`config.mk`:
```
export PLATFORM = sky130hd
export DESIGN_NAME = bus_cycle_spacing_control
export DESIGN_NICKNAME = d
export VERILOG_FILES = /design/src/logic/bus_spacing_pkg.sv /design/src/logic/bus_cycle_spacing_control.sv
export SDC_FILE = /design/constraint.sdc
export NUM_CORES = 1
export LEC_CHECK = 0
export ABC_AREA = 1
export BUFFER_PORTS_ARGS = -buffer_cell sky130_fd_sc_hd__buf_2
export CAP_MARGIN = 10
export CORE_ASPECT_RATIO = 0.6
export CORE_UTILIZATION = 35
export CTS_CLUSTER_DIAMETER = 30
export DETAILED_ROUTE_END_ITERATION = 10
export PLACE_DENSITY_LB_ADDON = 0.25
export SYNTH_ARGS = -nofsm -noshare
export SYNTH_HDL_FRONTEND = slang
export SYNTH_SLANG_ARGS = --single-unit
```
`constraint.sdc`:
```
create_clock -name i_clk -period 2.5 [get_ports i_clk]
set_clock_uncertainty 0.15 [all_clocks]
set_input_delay 0 -clock i_clk [delete_from_list [all_inputs] [get_ports i_clk]]
set_output_delay 0 -clock i_clk [all_outputs]
set_load 0.005 [all_outputs]
```
`src/logic/bus_spacing_pkg.sv`:
```
// Purpose: shared constants and types of the bus cycle spacing control
// Assumes: Avalon-MM byte addresses, one 32-bit word per register
// Notes:   control fields repeat per area at a fixed stride
package bus_spacing_pkg;
	localparam logic [3:0]  ADDR_CTRL     = 4'h0;
	localparam logic [3:0]  ADDR_STAT     = 4'h4;
	localparam logic [15:0] CTRL_RESET    = 16'hFFFF;
	localparam int          IDLE_LSB      = 8;
	localparam int          IDLE_W        = 2;
	localparam int          GAP_LSB       = 4;
	localparam int          EXT_LSB       = 0;
	localparam int          STAT_BUSY     = 0;
	localparam int          STAT_AREA_LSB = 1;
	localparam int          STAT_WRITE    = 3;
	localparam int          STAT_PREV     = 4;
	localparam int          AREAS         = 4;
	localparam logic [1:0]  STROBE_CNT    = 2'h1;

	typedef enum logic [2:0]
	{
		S_IDLE,
		S_GAP,
		S_LEAD,
		S_STROBE,
		S_TRAIL
	} state_e;

	typedef struct packed
	{
		logic [1:0] area;
		logic       write;
	} access_s;
endpackage

```
`src/logic/bus_cycle_spacing_control.sv`:
```
// Purpose: idle spacing and select stretch for four select areas
// Assumes: requester on i_clk holds i_req_valid and i_req until o_ack
// Notes:   strobe phase is two cycles; ack comes in the first gap, lead or strobe cycle
// Function
// - area 2 idle field, low bit 12, gives 0..3 idle cycles, resets to 3.
// - area 1 idle field bits 11:10 encodes 0..3 idle cycles, resets to 3.
// - area 0 idle field bits 9:8 encodes 0..3 idle cycles, resets to 3.
// - same-area gap bit set: select deasserted once between same-area accesses.
// - write after read inserts the larger of turnaround and same-area idles.
// - same-area gap bits 7,6,5,4 belong to areas 3,2,1,0.
// - same-area gap bit clear gives no idle, set gives one; resets set.
// - with stretch on, strobes stay inside the select assert period.
// - stretch adds one select-only cycle before and after each bus cycle.
// - stretch bit clear disables, set enables; resets set.
// - turnaround idle count comes from the preceding access's area.
// - control register resets to all ones.
// - turnaround idles after read to another area, or read then write same area.
//
// The Avalon-MM register port and the register addresses were left to the implementer.
module bus_cycle_spacing_control
(
	input  wire logic                      i_clk,
	input  wire logic                      i_arst_n,
	input  wire logic [3:0]                i_address,
	input  wire logic                      i_read,
	input  wire logic                      i_write,
	input  wire logic [31:0]               i_writedata,
	input  wire logic [3:0]                i_byteenable,
	output      logic [31:0]               o_readdata,
	output      logic                      o_waitrequest,
	input  wire logic                      i_req_valid,
	input  wire bus_spacing_pkg::access_s  i_req,
	output      logic                      o_ack,
	output      logic [3:0]                o_area_select_n,
	output      logic                      o_read_strobe_n,
	output      logic                      o_write_strobe_n
);
	logic                      rst_meta;
	logic                      rst_n;
	logic [15:0]               bus_spacing_control;
	logic [15:0]               next_ctrl;
	logic                      next_wait;
	logic [31:0]               next_rdata;
	bus_spacing_pkg::state_e   state;
	bus_spacing_pkg::state_e   next_state;
	logic [1:0]                cnt;
	logic [1:0]                next_cnt;
	logic [1:0]                since;
	logic [1:0]                next_since;
	bus_spacing_pkg::access_s  cur;
	bus_spacing_pkg::access_s  next_cur;
	bus_spacing_pkg::access_s  prev;
	bus_spacing_pkg::access_s  next_prev;
	logic                      prev_valid;
	logic                      next_prev_valid;
	logic                      cur_ext;
	logic                      next_cur_ext;
	logic                      next_ack;
	logic [3:0]                next_sel_n;
	logic                      next_rd_n;
	logic                      next_wr_n;
	logic                      at_end;
	logic                      take;
	logic [1:0]                need;
	logic [1:0]                since_eff;
	logic [1:0]                rem;

	// idle field of one area
	function automatic logic [1:0] idle_of(input logic [15:0] c, input logic [1:0] a);
		idle_of = c[bus_spacing_pkg::IDLE_LSB + bus_spacing_pkg::IDLE_W * a +: 2];
	endfunction

	// idle cycles owed between previous access and a request
	function automatic logic [1:0] gap_need
	(
		input logic [15:0]               c,
		input bus_spacing_pkg::access_s  p,
		input bus_spacing_pkg::access_s  r
	);
		logic [1:0] iw;
		logic [1:0] cw;
		iw = idle_of(c, p.area);
		cw = {1'b0, c[bus_spacing_pkg::GAP_LSB + p.area]};
		if (p.area != r.area)
		begin
			gap_need = p.write ? 2'h0 : iw;
		end
		else if (!p.write && r.write)
		begin
			gap_need = (iw > cw) ? iw : cw;
		end
		else
		begin
			gap_need = cw;
		end
	endfunction

	always_ff @(posedge i_clk or negedge i_arst_n)
	begin
		if (!i_arst_n)
		begin
			rst_meta <= 1'b0;
			rst_n    <= 1'b0;
		end
		else
		begin
			rst_meta <= 1'b1;
			rst_n    <= rst_meta;
		end
	end

	// register slave: one wait cycle, then answer
	always_comb
	begin
		next_ctrl  = bus_spacing_control;
		next_wait  = 1'b1;
		next_rdata = o_readdata;
		if ((i_read || i_write) && o_waitrequest)
		begin
			next_wait  = 1'b0;
			next_rdata = 32'h0;
			if (i_address == bus_spacing_pkg::ADDR_CTRL)
			begin
				next_rdata[15:0] = bus_spacing_control;
			end
			else if (i_address == bus_spacing_pkg::ADDR_STAT)
			begin
				next_rdata[bus_spacing_pkg::STAT_BUSY] = (state != bus_spacing_pkg::S_IDLE);
				next_rdata[bus_spacing_pkg::STAT_AREA_LSB +: 2] = prev.area;
				next_rdata[bus_spacing_pkg::STAT_WRITE] = prev.write;
				next_rdata[bus_spacing_pkg::STAT_PREV] = prev_valid;
			end
		end
		if (i_write && !o_waitrequest && i_address == bus_spacing_pkg::ADDR_CTRL)
		begin
			if (i_byteenable[0])
			begin
				next_ctrl[7:0] = i_writedata[7:0];
			end
			if (i_byteenable[1])
			begin
				next_ctrl[15:8] = i_writedata[15:8];
			end
		end
	end

	always_ff @(posedge i_clk or negedge rst_n)
	begin
		if (!rst_n)
		begin
			bus_spacing_control <= bus_spacing_pkg::CTRL_RESET;
			o_waitrequest       <= 1'b1;
			o_readdata          <= 32'h0;
		end
		else
		begin
			bus_spacing_control <= next_ctrl;
			o_waitrequest       <= next_wait;
			o_readdata          <= next_rdata;
		end
	end

	// cycle sequencing
	always_comb
	begin
		at_end = (state == bus_spacing_pkg::S_STROBE && cnt == 2'h0 && !cur_ext)
			|| state == bus_spacing_pkg::S_TRAIL;
		take = i_req_valid && !o_ack && (state == bus_spacing_pkg::S_IDLE || at_end);
		since_eff = at_end ? 2'h0 : since;
		need = prev_valid ? gap_need(bus_spacing_control, prev, i_req) : 2'h0;
		rem = at_end ? gap_need(bus_spacing_control, cur, i_req) : (need > since_eff) ? need - since_eff : 2'h0;
		next_state      = state;
		next_cnt        = cnt;
		next_since      = since;
		next_cur        = cur;
		next_cur_ext    = cur_ext;
		next_prev       = prev;
		next_prev_valid = prev_valid;
		next_ack        = 1'b0;
		if (at_end)
		begin
			next_prev       = cur;
			next_prev_valid = 1'b1;
			next_state      = bus_spacing_pkg::S_IDLE;
			next_since      = 2'h1;
		end
		case (state)
			bus_spacing_pkg::S_IDLE:
			begin
				if (since != 2'h3)
				begin
					next_since = since + 2'h1;
				end
			end
			bus_spacing_pkg::S_GAP:
			begin
				if (cnt != 2'h0)
				begin
					next_cnt = cnt - 2'h1;
				end
				else if (cur_ext)
				begin
					next_state = bus_spacing_pkg::S_LEAD;
				end
				else
				begin
					next_state = bus_spacing_pkg::S_STROBE;
					next_cnt   = bus_spacing_pkg::STROBE_CNT;
				end
			end
			bus_spacing_pkg::S_LEAD:
			begin
				next_state = bus_spacing_pkg::S_STROBE;
				next_cnt   = bus_spacing_pkg::STROBE_CNT;
			end
			bus_spacing_pkg::S_STROBE:
			begin
				if (cnt != 2'h0)
				begin
					next_cnt = cnt - 2'h1;
				end
				else if (cur_ext)
				begin
					next_state = bus_spacing_pkg::S_TRAIL;
				end
			end
			bus_spacing_pkg::S_TRAIL:
			begin
				next_state = bus_spacing_pkg::S_IDLE;
			end
			default:
			begin
				next_state = bus_spacing_pkg::S_IDLE;
			end
		endcase
		if (take)
		begin
			next_ack     = 1'b1;
			next_cur     = i_req;
			next_cur_ext = bus_spacing_control[bus_spacing_pkg::EXT_LSB + i_req.area];
			if (rem != 2'h0)
			begin
				next_state = bus_spacing_pkg::S_GAP;
				next_cnt   = rem - 2'h1;
			end
			else if (next_cur_ext)
			begin
				next_state = bus_spacing_pkg::S_LEAD;
			end
			else
			begin
				next_state = bus_spacing_pkg::S_STROBE;
				next_cnt   = bus_spacing_pkg::STROBE_CNT;
			end
		end
		next_sel_n = 4'hF;
		if (next_state == bus_spacing_pkg::S_LEAD || next_state == bus_spacing_pkg::S_STROBE
			|| next_state == bus_spacing_pkg::S_TRAIL)
		begin
			next_sel_n[next_cur.area] = 1'b0;
		end
		next_rd_n = !(next_state == bus_spacing_pkg::S_STROBE && !next_cur.write);
		next_wr_n = !(next_state == bus_spacing_pkg::S_STROBE && next_cur.write);
	end

	always_ff @(posedge i_clk or negedge rst_n)
	begin
		if (!rst_n)
		begin
			state            <= bus_spacing_pkg::S_IDLE;
			cnt              <= 2'h0;
			since            <= 2'h3;
			cur              <= '0;
			cur_ext          <= 1'b0;
			prev             <= '0;
			prev_valid       <= 1'b0;
			o_ack            <= 1'b0;
			o_area_select_n  <= 4'hF;
			o_read_strobe_n  <= 1'b1;
			o_write_strobe_n <= 1'b1;
		end
		else
		begin
			state            <= next_state;
			cnt              <= next_cnt;
			since            <= next_since;
			cur              <= next_cur;
			cur_ext          <= next_cur_ext;
			prev             <= next_prev;
			prev_valid       <= next_prev_valid;
			o_ack            <= next_ack;
			o_area_select_n  <= next_sel_n;
			o_read_strobe_n  <= next_rd_n;
			o_write_strobe_n <= next_wr_n;
		end
	end

	property p_gap_quiet;
		@(posedge i_clk) disable iff (!rst_n)
		state == bus_spacing_pkg::S_GAP |-> o_area_select_n == 4'hF && o_read_strobe_n && o_write_strobe_n;
	endproperty
	a_gap_quiet: assert property (p_gap_quiet) else $error("select or strobe active in idle gap");

	property p_gap_ends;
		@(posedge i_clk) disable iff (!rst_n)
		state == bus_spacing_pkg::S_GAP && cnt == 2'h0 |=> state != bus_spacing_pkg::S_GAP;
	endproperty
	a_gap_ends: assert property (p_gap_ends) else $error("idle gap overran its count");

	property p_lead_select_only;
		@(posedge i_clk) disable iff (!rst_n)
		state == bus_spacing_pkg::S_LEAD |-> !o_area_select_n[cur.area] && o_read_strobe_n && o_write_strobe_n
			##2 state == bus_spacing_pkg::S_STROBE ##1 state == bus_spacing_pkg::S_TRAIL
			&& !o_area_select_n[cur.area] && o_write_strobe_n;
	endproperty
	a_lead_select_only: assert property (p_lead_select_only) else $error("stretch cycles wrong");

	property p_strobe_inside;
		@(posedge i_clk) disable iff (!rst_n)
		!o_read_strobe_n || !o_write_strobe_n |-> !o_area_select_n[cur.area];
	endproperty
	a_strobe_inside: assert property (p_strobe_inside) else $error("strobe outside select");

	property p_no_stretch;
		@(posedge i_clk) disable iff (!rst_n)
		state == bus_spacing_pkg::S_STROBE && cnt == 2'h0 && !cur_ext |=> state != bus_spacing_pkg::S_TRAIL;
	endproperty
	a_no_stretch: assert property (p_no_stretch) else $error("stretch with bit clear");

	property p_ext_stable;
		@(posedge i_clk) disable iff (!rst_n)
		(state == bus_spacing_pkg::S_STROBE || state == bus_spacing_pkg::S_TRAIL) && !$past(take)
			|-> $stable(cur_ext) && $stable(cur);
	endproperty
	a_ext_stable: assert property (p_ext_stable) else $error("settings changed mid cycle");

	property p_reset_ones;
		@(posedge i_clk)
		$rose(rst_n) |-> bus_spacing_control == bus_spacing_pkg::CTRL_RESET;
	endproperty
	a_reset_ones: assert property (p_reset_ones) else $error("control not all ones after reset");

	property p_diff_area_gap;
		@(posedge i_clk) disable iff (!rst_n)
		take && at_end && !cur.write && cur.area != i_req.area
			&& idle_of(bus_spacing_control, cur.area) == 2'h3
			|=> state == bus_spacing_pkg::S_GAP && cnt == 2'h2;
	endproperty
	a_diff_area_gap: assert property (p_diff_area_gap) else $error("turnaround count wrong");

	property p_same_area_gap;
		@(posedge i_clk) disable iff (!rst_n)
		take && at_end && !cur.write && !i_req.write && cur.area == i_req.area
			&& bus_spacing_control[bus_spacing_pkg::GAP_LSB + cur.area]
			|=> state == bus_spacing_pkg::S_GAP && o_area_select_n == 4'hF;
	endproperty
	a_same_area_gap: assert property (p_same_area_gap) else $error("no select break between same-area cycles");

	property p_rd_wr_max;
		@(posedge i_clk) disable iff (!rst_n)
		take && at_end && !cur.write && i_req.write && cur.area == i_req.area
			&& idle_of(bus_spacing_control, cur.area) == 2'h0
			&& bus_spacing_control[bus_spacing_pkg::GAP_LSB + cur.area]
			|=> state == bus_spacing_pkg::S_GAP && cnt == 2'h0;
	endproperty
	a_rd_wr_max: assert property (p_rd_wr_max) else $error("write after read gap not the larger count");
endmodule

```
==> flow_summary.ini, run 1 <==
[status]
violations = setup timing
status = finished, violations left

[yosys]
yosys_register_bits = 57
synth-main-ff-cell = dfrtp_1
ys_async_sr_fraction_pct = 100
syn_inst = 355
ys_types = 40
yosys_warnings = 0
synth.cell_area_sq_um = 3080
synth-edff-count = 0
avgSynthCellArea_sq_um = 8.66
ys_seq_area_share_pct = 47.4

[floorplan]
rows = 26
ios = 88
die-width_microns = 123
initial_utilization_pct = 36.1
die_area_sq_um = 9180
die_h_microns = 74.6
core_area_sq_um = 8520

[global_route]
track_usage_pct = 20.1
grt_pass1_vias = 2692
grt_pass1_wl_microns = 13200
grt_max_degree = 28
grt.busiest_layer = met1
grt_overflow = 0
antenna_found_initial = 0
met2_usage_pct = 28.8
met1_usage_pct = 29.0
use_met3_pct = 5.38

[finish]
antenna_cells = 0
layout.cells.non_filler = 595
fill_cells = 828
multiInputGateArea_sq_um = 1420
syn_to_final_growth_pct = 41.2
register_area_sq_um = 1460
final_common_cell = nand2_1
postLayoutCoreUtil_pct = 50.9
drive_gt1_share_pct = 36.6
final_nets = 533
layout_common_cells = 86 x nand2_1, 53 x buf_2, 35 x dlygate4sd3_1

[worst_setup_path]
cp-startpoint = prev[1]
slowest_delay_ps = 430
critPathRequiredTime_ps = 2570
end_kind = flip-flop
crit_path_top_delay_cell = dfrtp_2
crit_path_start_kind = flip-flop
reg2reg_from = prev[1]
crit_arrival_ps = 3300
critical_path_class = reg -> reg
cpMostUsedCell = nand2_1
path_max_fanout = 6
crit_chain = inv_4 -> o21ai_0 -> o22ai_2 -> ha_4 -> nor2_2 -> o211ai_1 -> a21oi_1 -> o21ai_1 -> nand3_1 -> ha_2 -> fa_1 -> nor2_1 -> nand3_2 -> nand2_2 -> nor2_2 -> nand2_1 -> nand2_1 -> nand3_1 -> nand2_1

[pwr]
p_leak_nw = 2.15
pwr_density_cell_nw_per_um2 = 1060
vdd_drop_max_v = 0.000618
power_mw = 4.61

[clock_network]
cts.sinks = 57
clk_latency_ps = 330
cts_buffers = 9
cts_tree = done
cts_root_buffer = clkbuf_16
htreeDepth = 3
cts_buffer_depth = 2
cts.clk_slew.worst_paths_ps = 50

[timing]
whs_ps = 16.2
grt_setup_unrepaired = true
final_max_slew_viol_count = 0
finalCritPeriodShare_pct = 129
setup_ws_ps = -727
tns_ps = -6870
tightest_slew_ps = 650
min_period_ps = 3230
max_freq_ghz = 0.310
relSlewSlack_pct = 56.6
setup_viol = 10
final_hold_viol_count = 0

[placed_design]
hpwl_microns = 6010
post-place-cells = 542
gp_congestion = 0.889
port_buffers = 53

[route]
vias = 2767
wire_per_inst_microns = 13.8
viasPerCell = 4.65
drt_iter0_markers = 129
drtPass1Iterations = 4
wl_microns = 8210
drtAntennaViolNets = 0
drc_errors = 0

[min_path]
hold_class = in -> reg
worstHoldStart = i_write

[job]
max_cap_violations = 0
==> critical path, delay by kind of cell (launching register included) <==
| kind | cells | cell delay (ps) |
|---|---|---|
| buffers and inverters | 1 | 60 |
| AND/OR/NAND/NOR | 10 | 740 |
| AO/OA/AOI/OAI | 5 | 830 |
| flip-flops | 1 | 430 |
| adder cells (fa/ha/maj) | 3 | 900 |
==> cell usage after synthesis (2+ instances only) <==
cell type  instances  area (sq um)
a21oi_1           10          50.1
a31oi_1            3          18.8
buf_2              2          10.0
buf_4             16           120
buf_6              2          22.5
clkbuf_1           3          11.3
conb_1             2          7.51
dfrtp_1           32           801
dfstp_2           25           657
ha_1               6          75.1
inv_1             36           135
inv_4              2          12.5
mux2_1             2          22.5
mux2_2            11           124
nand2_1           86           323
nand2_2           10          62.6
nand3_1           19          95.1
nand3_2            4          40.0
nand4_1            5          31.3
nor2_1            23          86.3
nor2_2             5          31.3
nor2_4             2          22.5
o21ai_0           25           125
o21ai_1            5          25.0
o22ai_1            3          18.8
o31ai_1            2          15.0
==> cell type report <==
cell class | instances | share of cell area (%)
flip-flops and latches | 57 | 33.6
repair buffers | 120 | 19.7
inverters | 39 | 3.54
clock inverters | 2 | 0.807
well taps | 112 | 3.23
multi-input cells | 251 | 32.8
clock buffers | 14 | 6.31
==> state kept, by name, indices dropped and copies added, names as in the netlist <==
register,flops
rst_n,1
cnt,2
cur,3
o_read_strobe_n,1
o_write_strobe_n,1
state,3
since,2
o_ack,1
bus_spacing_control,16
rst_meta,1
prev_valid,1
o_waitrequest,1
o_area_select_n,4
cur_ext,1
prev,3
o_readdata,16
==> timing repair <==
action / 4_1_cts / 5_1_grt
endpoints found under the hold margin: 29 / 0
hold buffers: 35 / 0
setup endpoints to repair: 10 / 11
buffers inserted: 0 / 2
pin swaps: 2 / 3
gates resized for setup: 3 / 11
==> metrics by stage <==
stage | cell area, sq um | setup slack [ps]
CTS | 4270 | -616
finish | 4340 | -727
global placement | 3600 | -553
detailed placement | 3600 | -638
floorplan | 3140 | -436
global route | 4340 | -937
==> metal layers <==
| layer | wire (microns) | part of all wire (%) |
|---|---|---|
| met5 | 0 | 0 |
| met4 | 164 | 2.0 |
| met3 | 594 | 7.2 |
| met2 | 3210 | 39 |
| met1 | 4240 | 52 |
==> worst paths after layout <==
path                       cells past startpoint  slack, ps                  to
max                                           19       -730              cnt[1]
min                                            4         20       o_readdata[4]
max reg2reg                                   19       -730              cnt[1]
min reg2reg                                    0        130       o_readdata[5]
max in group asynchronous                      1       1340  o_area_select_n[3]
min in group asynchronous                      0        130       o_readdata[5]
==> power by group <==
part           switching [mW]  leakage [nW]  internal (mW)  total [mW]
Clock                   0.400         0.153          0.849        1.25
Sequential              0.206         0.667           1.19        1.39
Combinational            1.14          1.33          0.827        1.97
Total                    1.74          2.15           2.86        4.61
==> cells by family after synthesis <==
logic type / count (synthesis) / share of synthesized area (%)
flip-flops: 57 / 47.4
XOR/XNOR: 2 / 0.570
buffers and inverters: 62 / 10.3
other: 2 / 0.244
AO/OA/AOI/OAI: 53 / 9.64
adder cells (fa/ha/maj): 7 / 3.09
multiplexers: 14 / 5.09
AND/OR/NAND/NOR: 158 / 23.7
(Power assumes the default switching activity.)
==> run 2: changes to the inputs <==
--- a/config.mk
+++ b/config.mk
@@ -5,14 +5,12 @@
 export SDC_FILE = /design/constraint.sdc
 export NUM_CORES = 1
 export LEC_CHECK = 0
-export ABC_AREA = 1
 export BUFFER_PORTS_ARGS = -buffer_cell sky130_fd_sc_hd__buf_2
 export CAP_MARGIN = 10
 export CORE_ASPECT_RATIO = 0.6
 export CORE_UTILIZATION = 35
 export CTS_CLUSTER_DIAMETER = 30
 export DETAILED_ROUTE_END_ITERATION = 10
-export PLACE_DENSITY_LB_ADDON = 0.25
 export SYNTH_ARGS = -nofsm -noshare
 export SYNTH_HDL_FRONTEND = slang
 export SYNTH_SLANG_ARGS = --single-unit
==> run 2 against run 1 <==
Compared with the run above: the flow still finishes with violations (setup timing); final cell count down 15%; maximum frequency down 7.6%; utilization up 0.077 points; sequential cell count unchanged; critical path type unchanged; largest cell class is now multi-input gates; largest power group unchanged.
==> flow_summary.ini, run 2 <==
[pwr]
p_leak_nw = 1.98
p_int_mw = 3.19
p_sw_share_pct = 33.9
sequentialPowerShare_pct = 27.5
pwr_density_cell_nw_per_um2 = 1110
p_sw_mw = 1.64
comb_power_share_pct = 47.9
vdd_drop_max_v = 0.000497
p_clk_share_pct = 24.6

[route]
vias = 2348
drtAntennaViolNets = 0
drtPass1Iterations = 4
viasPerCell = 4.63
wl_microns = 7180
wire_per_inst_microns = 14.2
drc_errors = 0
drt_iter0_markers = 61

[worst_setup_path]
crit_arrival_ps = 3590
critPathRequiredTime_ps = 2600
critical_path_class = reg -> reg
end_kind = flip-flop
path_buf_inv = 1
path_max_fanout = 4
crit_path_start_kind = flip-flop
crit_path_top_delay_cell = mux4_2
slowest_delay_ps = 550
critPathTopFamily = adder cells
crit_chain = mux4_2 -> inv_2 -> ha_4 -> nor2_4 -> o21ai_2 -> mux2i_1 -> a32o_1 -> nand2_1 -> ha_2 -> fa_2 -> a211oi_4 -> mux2i_4 -> nand2_2 -> o22ai_2 -> or3b_1

[finish]
antenna_cells = 0
layout.cells.non_filler = 507
layout_common_cells = 53 x buf_2, 47 x buf_4, 34 x nand2_1
reg_top3 = bus_spacing_control: 16 flops, o_readdata: 16 flops, o_area_select_n: 4 flops
drive_gt1_share_pct = 50.6
final_common_cell = buf_2
design_area_sq_um = 4330
syn_to_final_growth_pct = 41.5
final_nets = 445

[timing]
setup_viol = 10
final_max_slew_viol_count = 0
final_hold_viol_count = 0
setup_ws_ps = -992
grt_setup_unrepaired = true
max_freq_ghz = 0.286
min_period_ps = 3490
whs_ps = 45.3
relSlewSlack_pct = 30.3
tightest_slew_ps = 1050
finalCritPeriodShare_pct = 140

[yosys]
ys_seq_area_share_pct = 47.6
yosysTopAreaCell = dfrtp_1
yosys_warnings = 0
synth_most_common_cell = nand2_1
synth-edff-count = 0
synth_area_leaders = dfrtp_1 26%, dfstp_2 21%, mux2_2 8.5%, mux4_2 5.1%, nand2_1 4.4%
avgSynthCellArea_sq_um = 11.5
netlist.area_leader.share_pct = 26.2
syn_inst = 267
synth_top_cells_by_count = 36 x nand2_1, 32 x dfrtp_1, 25 x dfstp_2
ys_async_sr_fraction_pct = 100
yosys_register_bits = 57
synth-main-ff-cell = dfrtp_1
synth.cell_area_sq_um = 3060
ys_types = 53

[clock_network]
cts_buffers = 9
clk_latency_ps = 330
cts.sinks = 57
cts_root_buffer = clkbuf_16
cts_tree = done
cts.clk_slew.worst_paths_ps = 50
htreeDepth = 3
cts_buffer_depth = 2

[global_route]
grt_pass1_wl_microns = 11900
track_usage_pct = 17.9
grt_pass1_vias = 2427
grt_overflow = 0
grt_max_degree = 34
antenna_found_initial = 0

[placed_design]
post-place-cells = 464
hpwl_microns = 5390
gp_congestion = 0.768
port_buffers = 53
placed_area_sq_um = 3700

[floorplan]
core_area_sq_um = 8490
ios = 88
rows = 26
initial_utilization_pct = 36.1
die_h_microns = 74.4
die-width_microns = 123
die_area_sq_um = 9140

[status]
status = finished, violations left
violations = setup timing

[min_path]
hold_class = in -> reg

[job]
max_cap_violations = 0
## run 2: area by class of cell
cell class                 count  area, sq um
clock buffer                  13          250
sequential                    57         1460
multi-input combinational    186         1510
fill                         779         4160
timing repair buffer         126          892
inverter                      10         37.5
tap                          112          140
clock inverter                 3         40.0
## run 2: cell families (layout without fill, tap and decap cells)
group | Yosys count | after routing | share of synthesized area (%)
compound gates | 46 | 46 | 10.5
xor+xnor | 7 | 7 | 2.00
fa+ha+maj | 7 | 7 | 3.11
buf+inv | 39 | 152 | 7.72
flops | 57 | 57 | 47.6
mux | 37 | 37 | 16.3
other cells | 2 | 17 | 0.245
simple gates | 72 | 72 | 12.5
## run 2: routing by layer
metal,part of all wire (%),track usage [%],vias up
met5,0,0,-
met4,1.4,7.32,0
met3,4.9,5.60,9
met2,42,26.5,46
met1,52,24.6,1147
li1,-,-,1146
## run 2: tightest hold or removal path: stages
cell,delay [ps]
buf_2,120
buf_4,160
mux2i_1,130
nand3_2,80
## run 2: stage by stage
stage	power (mW)	setup TNS [ps]	utilization (%)	worst slack, ps
6_report	4.82	-9240	51.0	-992
5_1_grt	5.14	-10770	51.0	-1120
4_1_cts	4.72	-9160	50.5	-981
3_5_place_dp	3.31	-10150	43.6	-1110
3_3_place_gp	3.27	-8760	43.6	-951
2_1_floorplan	2.65	-7700	-	-907
## run 2: worst paths after layout
path                            startpoint  slack [ps]  depth (start not counted)            endpoint
worst max-delay path               prev[1]        -990                         15    o_write_strobe_n
worst min-delay path              i_req[1]          50                          4  o_area_select_n[0]
worst max register to register     prev[1]        -990                         15    o_write_strobe_n
worst min register to register       rst_n          90                          0      o_readdata[12]
max in group asynchronous            rst_n        1480                          1    o_write_strobe_n
min in group asynchronous            rst_n          90                          0      o_readdata[12]
## run 2: what timing repair did
item | 4_1_cts | 5_1_grt
hold buffers | 22 | 0
setup buffers | 5 | 0
pin swaps | 4 | 3
resized for setup | 12 | 8
endpoints found under the setup margin | 10 | 10
endpoints found under the hold margin | 21 | 0
## run 2: power by group through the flow
stage	registers (mW)	clock network (mW)	logic [mW]
after global placement	1.33	0	1.93
after floorplan	1.30	0	1.35
after global routing	1.36	1.26	2.52
after CTS	1.33	1.21	2.18
final	1.33	1.19	2.31
after detailed placement	1.34	0	1.97
==> run 3: changes to the inputs <==
--- a/config.mk
+++ b/config.mk
@@ -7,10 +7,11 @@
 export LEC_CHECK = 0
 export BUFFER_PORTS_ARGS = -buffer_cell sky130_fd_sc_hd__buf_2
 export CAP_MARGIN = 10
-export CORE_ASPECT_RATIO = 0.6
+export CORE_ASPECT_RATIO = 1.5
 export CORE_UTILIZATION = 35
 export CTS_CLUSTER_DIAMETER = 30
 export DETAILED_ROUTE_END_ITERATION = 10
+export GPL_ROUTABILITY_DRIVEN = 0
 export SYNTH_ARGS = -nofsm -noshare
 export SYNTH_HDL_FRONTEND = slang
 export SYNTH_SLANG_ARGS = --single-unit
==> run 3 against run 2 <==
Compared with the run above: the flow still finishes with violations (setup timing); clock power grew 19%; register-to-register slack hardly changed; hold slack got worse by 35 ps; global-route usage shrank 0.22 points; non-clock buffer count is 3 lower; maximum frequency about the same; critical path type unchanged; critical endpoint unchanged.
==> flow_summary.ini, run 3 (synthesis results as in run 2) <==
[global_route]
grt_overflow = 0
track_usage_pct = 17.7
grt_max_degree = 34
antenna_found_initial = 0
grt_pass1_wl_microns = 11900
grt_pass1_vias = 2449

[clock_network]
cts.sinks = 57
cts_root_buffer = clkbuf_16
clk_latency_ps = 330
cts_tree = done
cts_buffers = 9
cts_buffer_depth = 2
htreeDepth = 3
cts.clk_slew.worst_paths_ps = 50

[timing]
max_freq_ghz = 0.286
tns_ps = -9050
relSlewSlack_pct = 32.9
whs_ps = 9.84
tightest_slew_ps = 1010
setup_viol = 10
setup_ws_ps = -991
final_max_slew_viol_count = 0
final_hold_viol_count = 0
min_period_ps = 3490
finalCritPeriodShare_pct = 140
grt_setup_unrepaired = true

[finish]
syn_to_final_growth_pct = 40.3
postLayoutCoreUtil_pct = 50.8
layout.cells.non_filler = 499
final_nets = 442
antenna_cells = 0
drive_gt1_share_pct = 49.5
final_common_cell = buf_2
layout_common_cells = 53 x buf_2, 47 x buf_4, 34 x nand2_1
reg_top3 = bus_spacing_control: 16 flops, o_readdata: 16 flops, o_area_select_n: 4 flops

[placed_design]
hpwl_microns = 5460
dp_slack_ps = -1030
port_buffers = 53
post-place-cells = 460

[floorplan]
core_area_sq_um = 8460
die_area_sq_um = 9130
die_h_microns = 117
initial_utilization_pct = 36.2
ios = 88
rows = 41
die-width_microns = 78.4

[route]
drc_errors = 0
drt_iter0_markers = 72
drtAntennaViolNets = 0
drtPass1Iterations = 4
viasPerCell = 4.74
vias = 2363
wl_microns = 7300
wire_per_inst_microns = 14.6

[worst_setup_path]
crit_chain = mux4_2 -> ha_4 -> nor2_2 -> o21ai_2 -> mux2i_1 -> a32o_1 -> nand2_1 -> ha_2 -> fa_1 -> a211oi_2 -> mux2i_4 -> nand2_2 -> nor3b_2 -> or3b_1
crit_path_top_delay_cell = mux4_2
slowest_delay_ps = 550
crit_arrival_ps = 3590
critical_path_class = reg -> reg
critPathRequiredTime_ps = 2600
critPathTopFamily = adder cells
path_max_fanout = 4
path_buf_inv = 0
end_kind = flip-flop
crit_path_start_kind = flip-flop

[min_path]
hold_class = in -> reg

[job]
max_cap_violations = 0

[pwr]
pwr_density_cell_nw_per_um2 = 1130
vdd_drop_max_v = 0.000583
p_leak_nw = 1.97

[status]
violations = setup timing
status = finished, violations left
-- run 3: cell types whose count changed in the layout (fill, tap and decap cells not counted), moves of 2 or more --
cell and change:
nand3_2 -3, bufinv_16 +2, nand3_1 +3, clkbuf_1 -2
buf_6 -2
-- run 3: final cells by class --
cell class	instances	area, sq um
clock buffer	11	243
fill	785	4170
multi-input combinational	186	1470
clock inverter	5	103
sequential	57	1460
timing repair buffer	123	850
inverter	10	37.5
tap	107	134
-- run 3: worst min-delay path, stage by stage --
cell and delay, ps:
buf_2 110, buf_4 150, mux2i_1 110, nand3_1 80
-- run 3: worst paths after layout --
kind,to,depth (start not counted),slack [ps],from
worst max-delay path,o_write_strobe_n,14,-990,prev[1]
worst min-delay path,o_area_select_n[2],4,10,i_req[1]
worst max register to register,o_write_strobe_n,14,-990,prev[1]
worst min register to register,cur[2],0,70,rst_n
max in group asynchronous,bus_spacing_control[14],1,1400,rst_n
min in group asynchronous,cur[2],0,70,rst_n
-- run 3: power by group --
| group | internal [mW] | switching, mW | leakage, nW |
|---|---|---|---|
| Combinational | 1.12 | 0.982 | 1.13 |
| Sequential | 1.17 | 0.152 | 0.674 |
| Clock | 0.997 | 0.419 | 0.166 |
| Total | 3.29 | 1.55 | 1.97 |
-- run 3: per-layer routing --
layer,share of wire [%],routed length (microns),up-vias,track usage [%]
met5,0,0,-,0
met4,2.2,158,0,8.52
met3,3.1,229,13,4.14
met2,58,4240,55,35.2
met1,37,2670,1148,16.8
li1,-,-,1147,-
-- run 3: what timing repair did --
| item | CTS | global route |
|---|---|---|
| resized for setup | 8 | 1 |
| buffers inserted | 1 | 0 |
| hold buffers | 22 | 0 |
| endpoints found under the hold margin | 21 | 0 |
| pin swaps | 4 | 2 |
| setup endpoints to repair | 10 | 10 |
-- run 3: stage by stage --
stage               area (sq um)  total power, mW
detailed placement          3690             3.33
global placement            3690             3.28
CTS                         4300             4.87
finish                      4300             4.84
global route                4300             5.14
floorplan                   3140             2.65
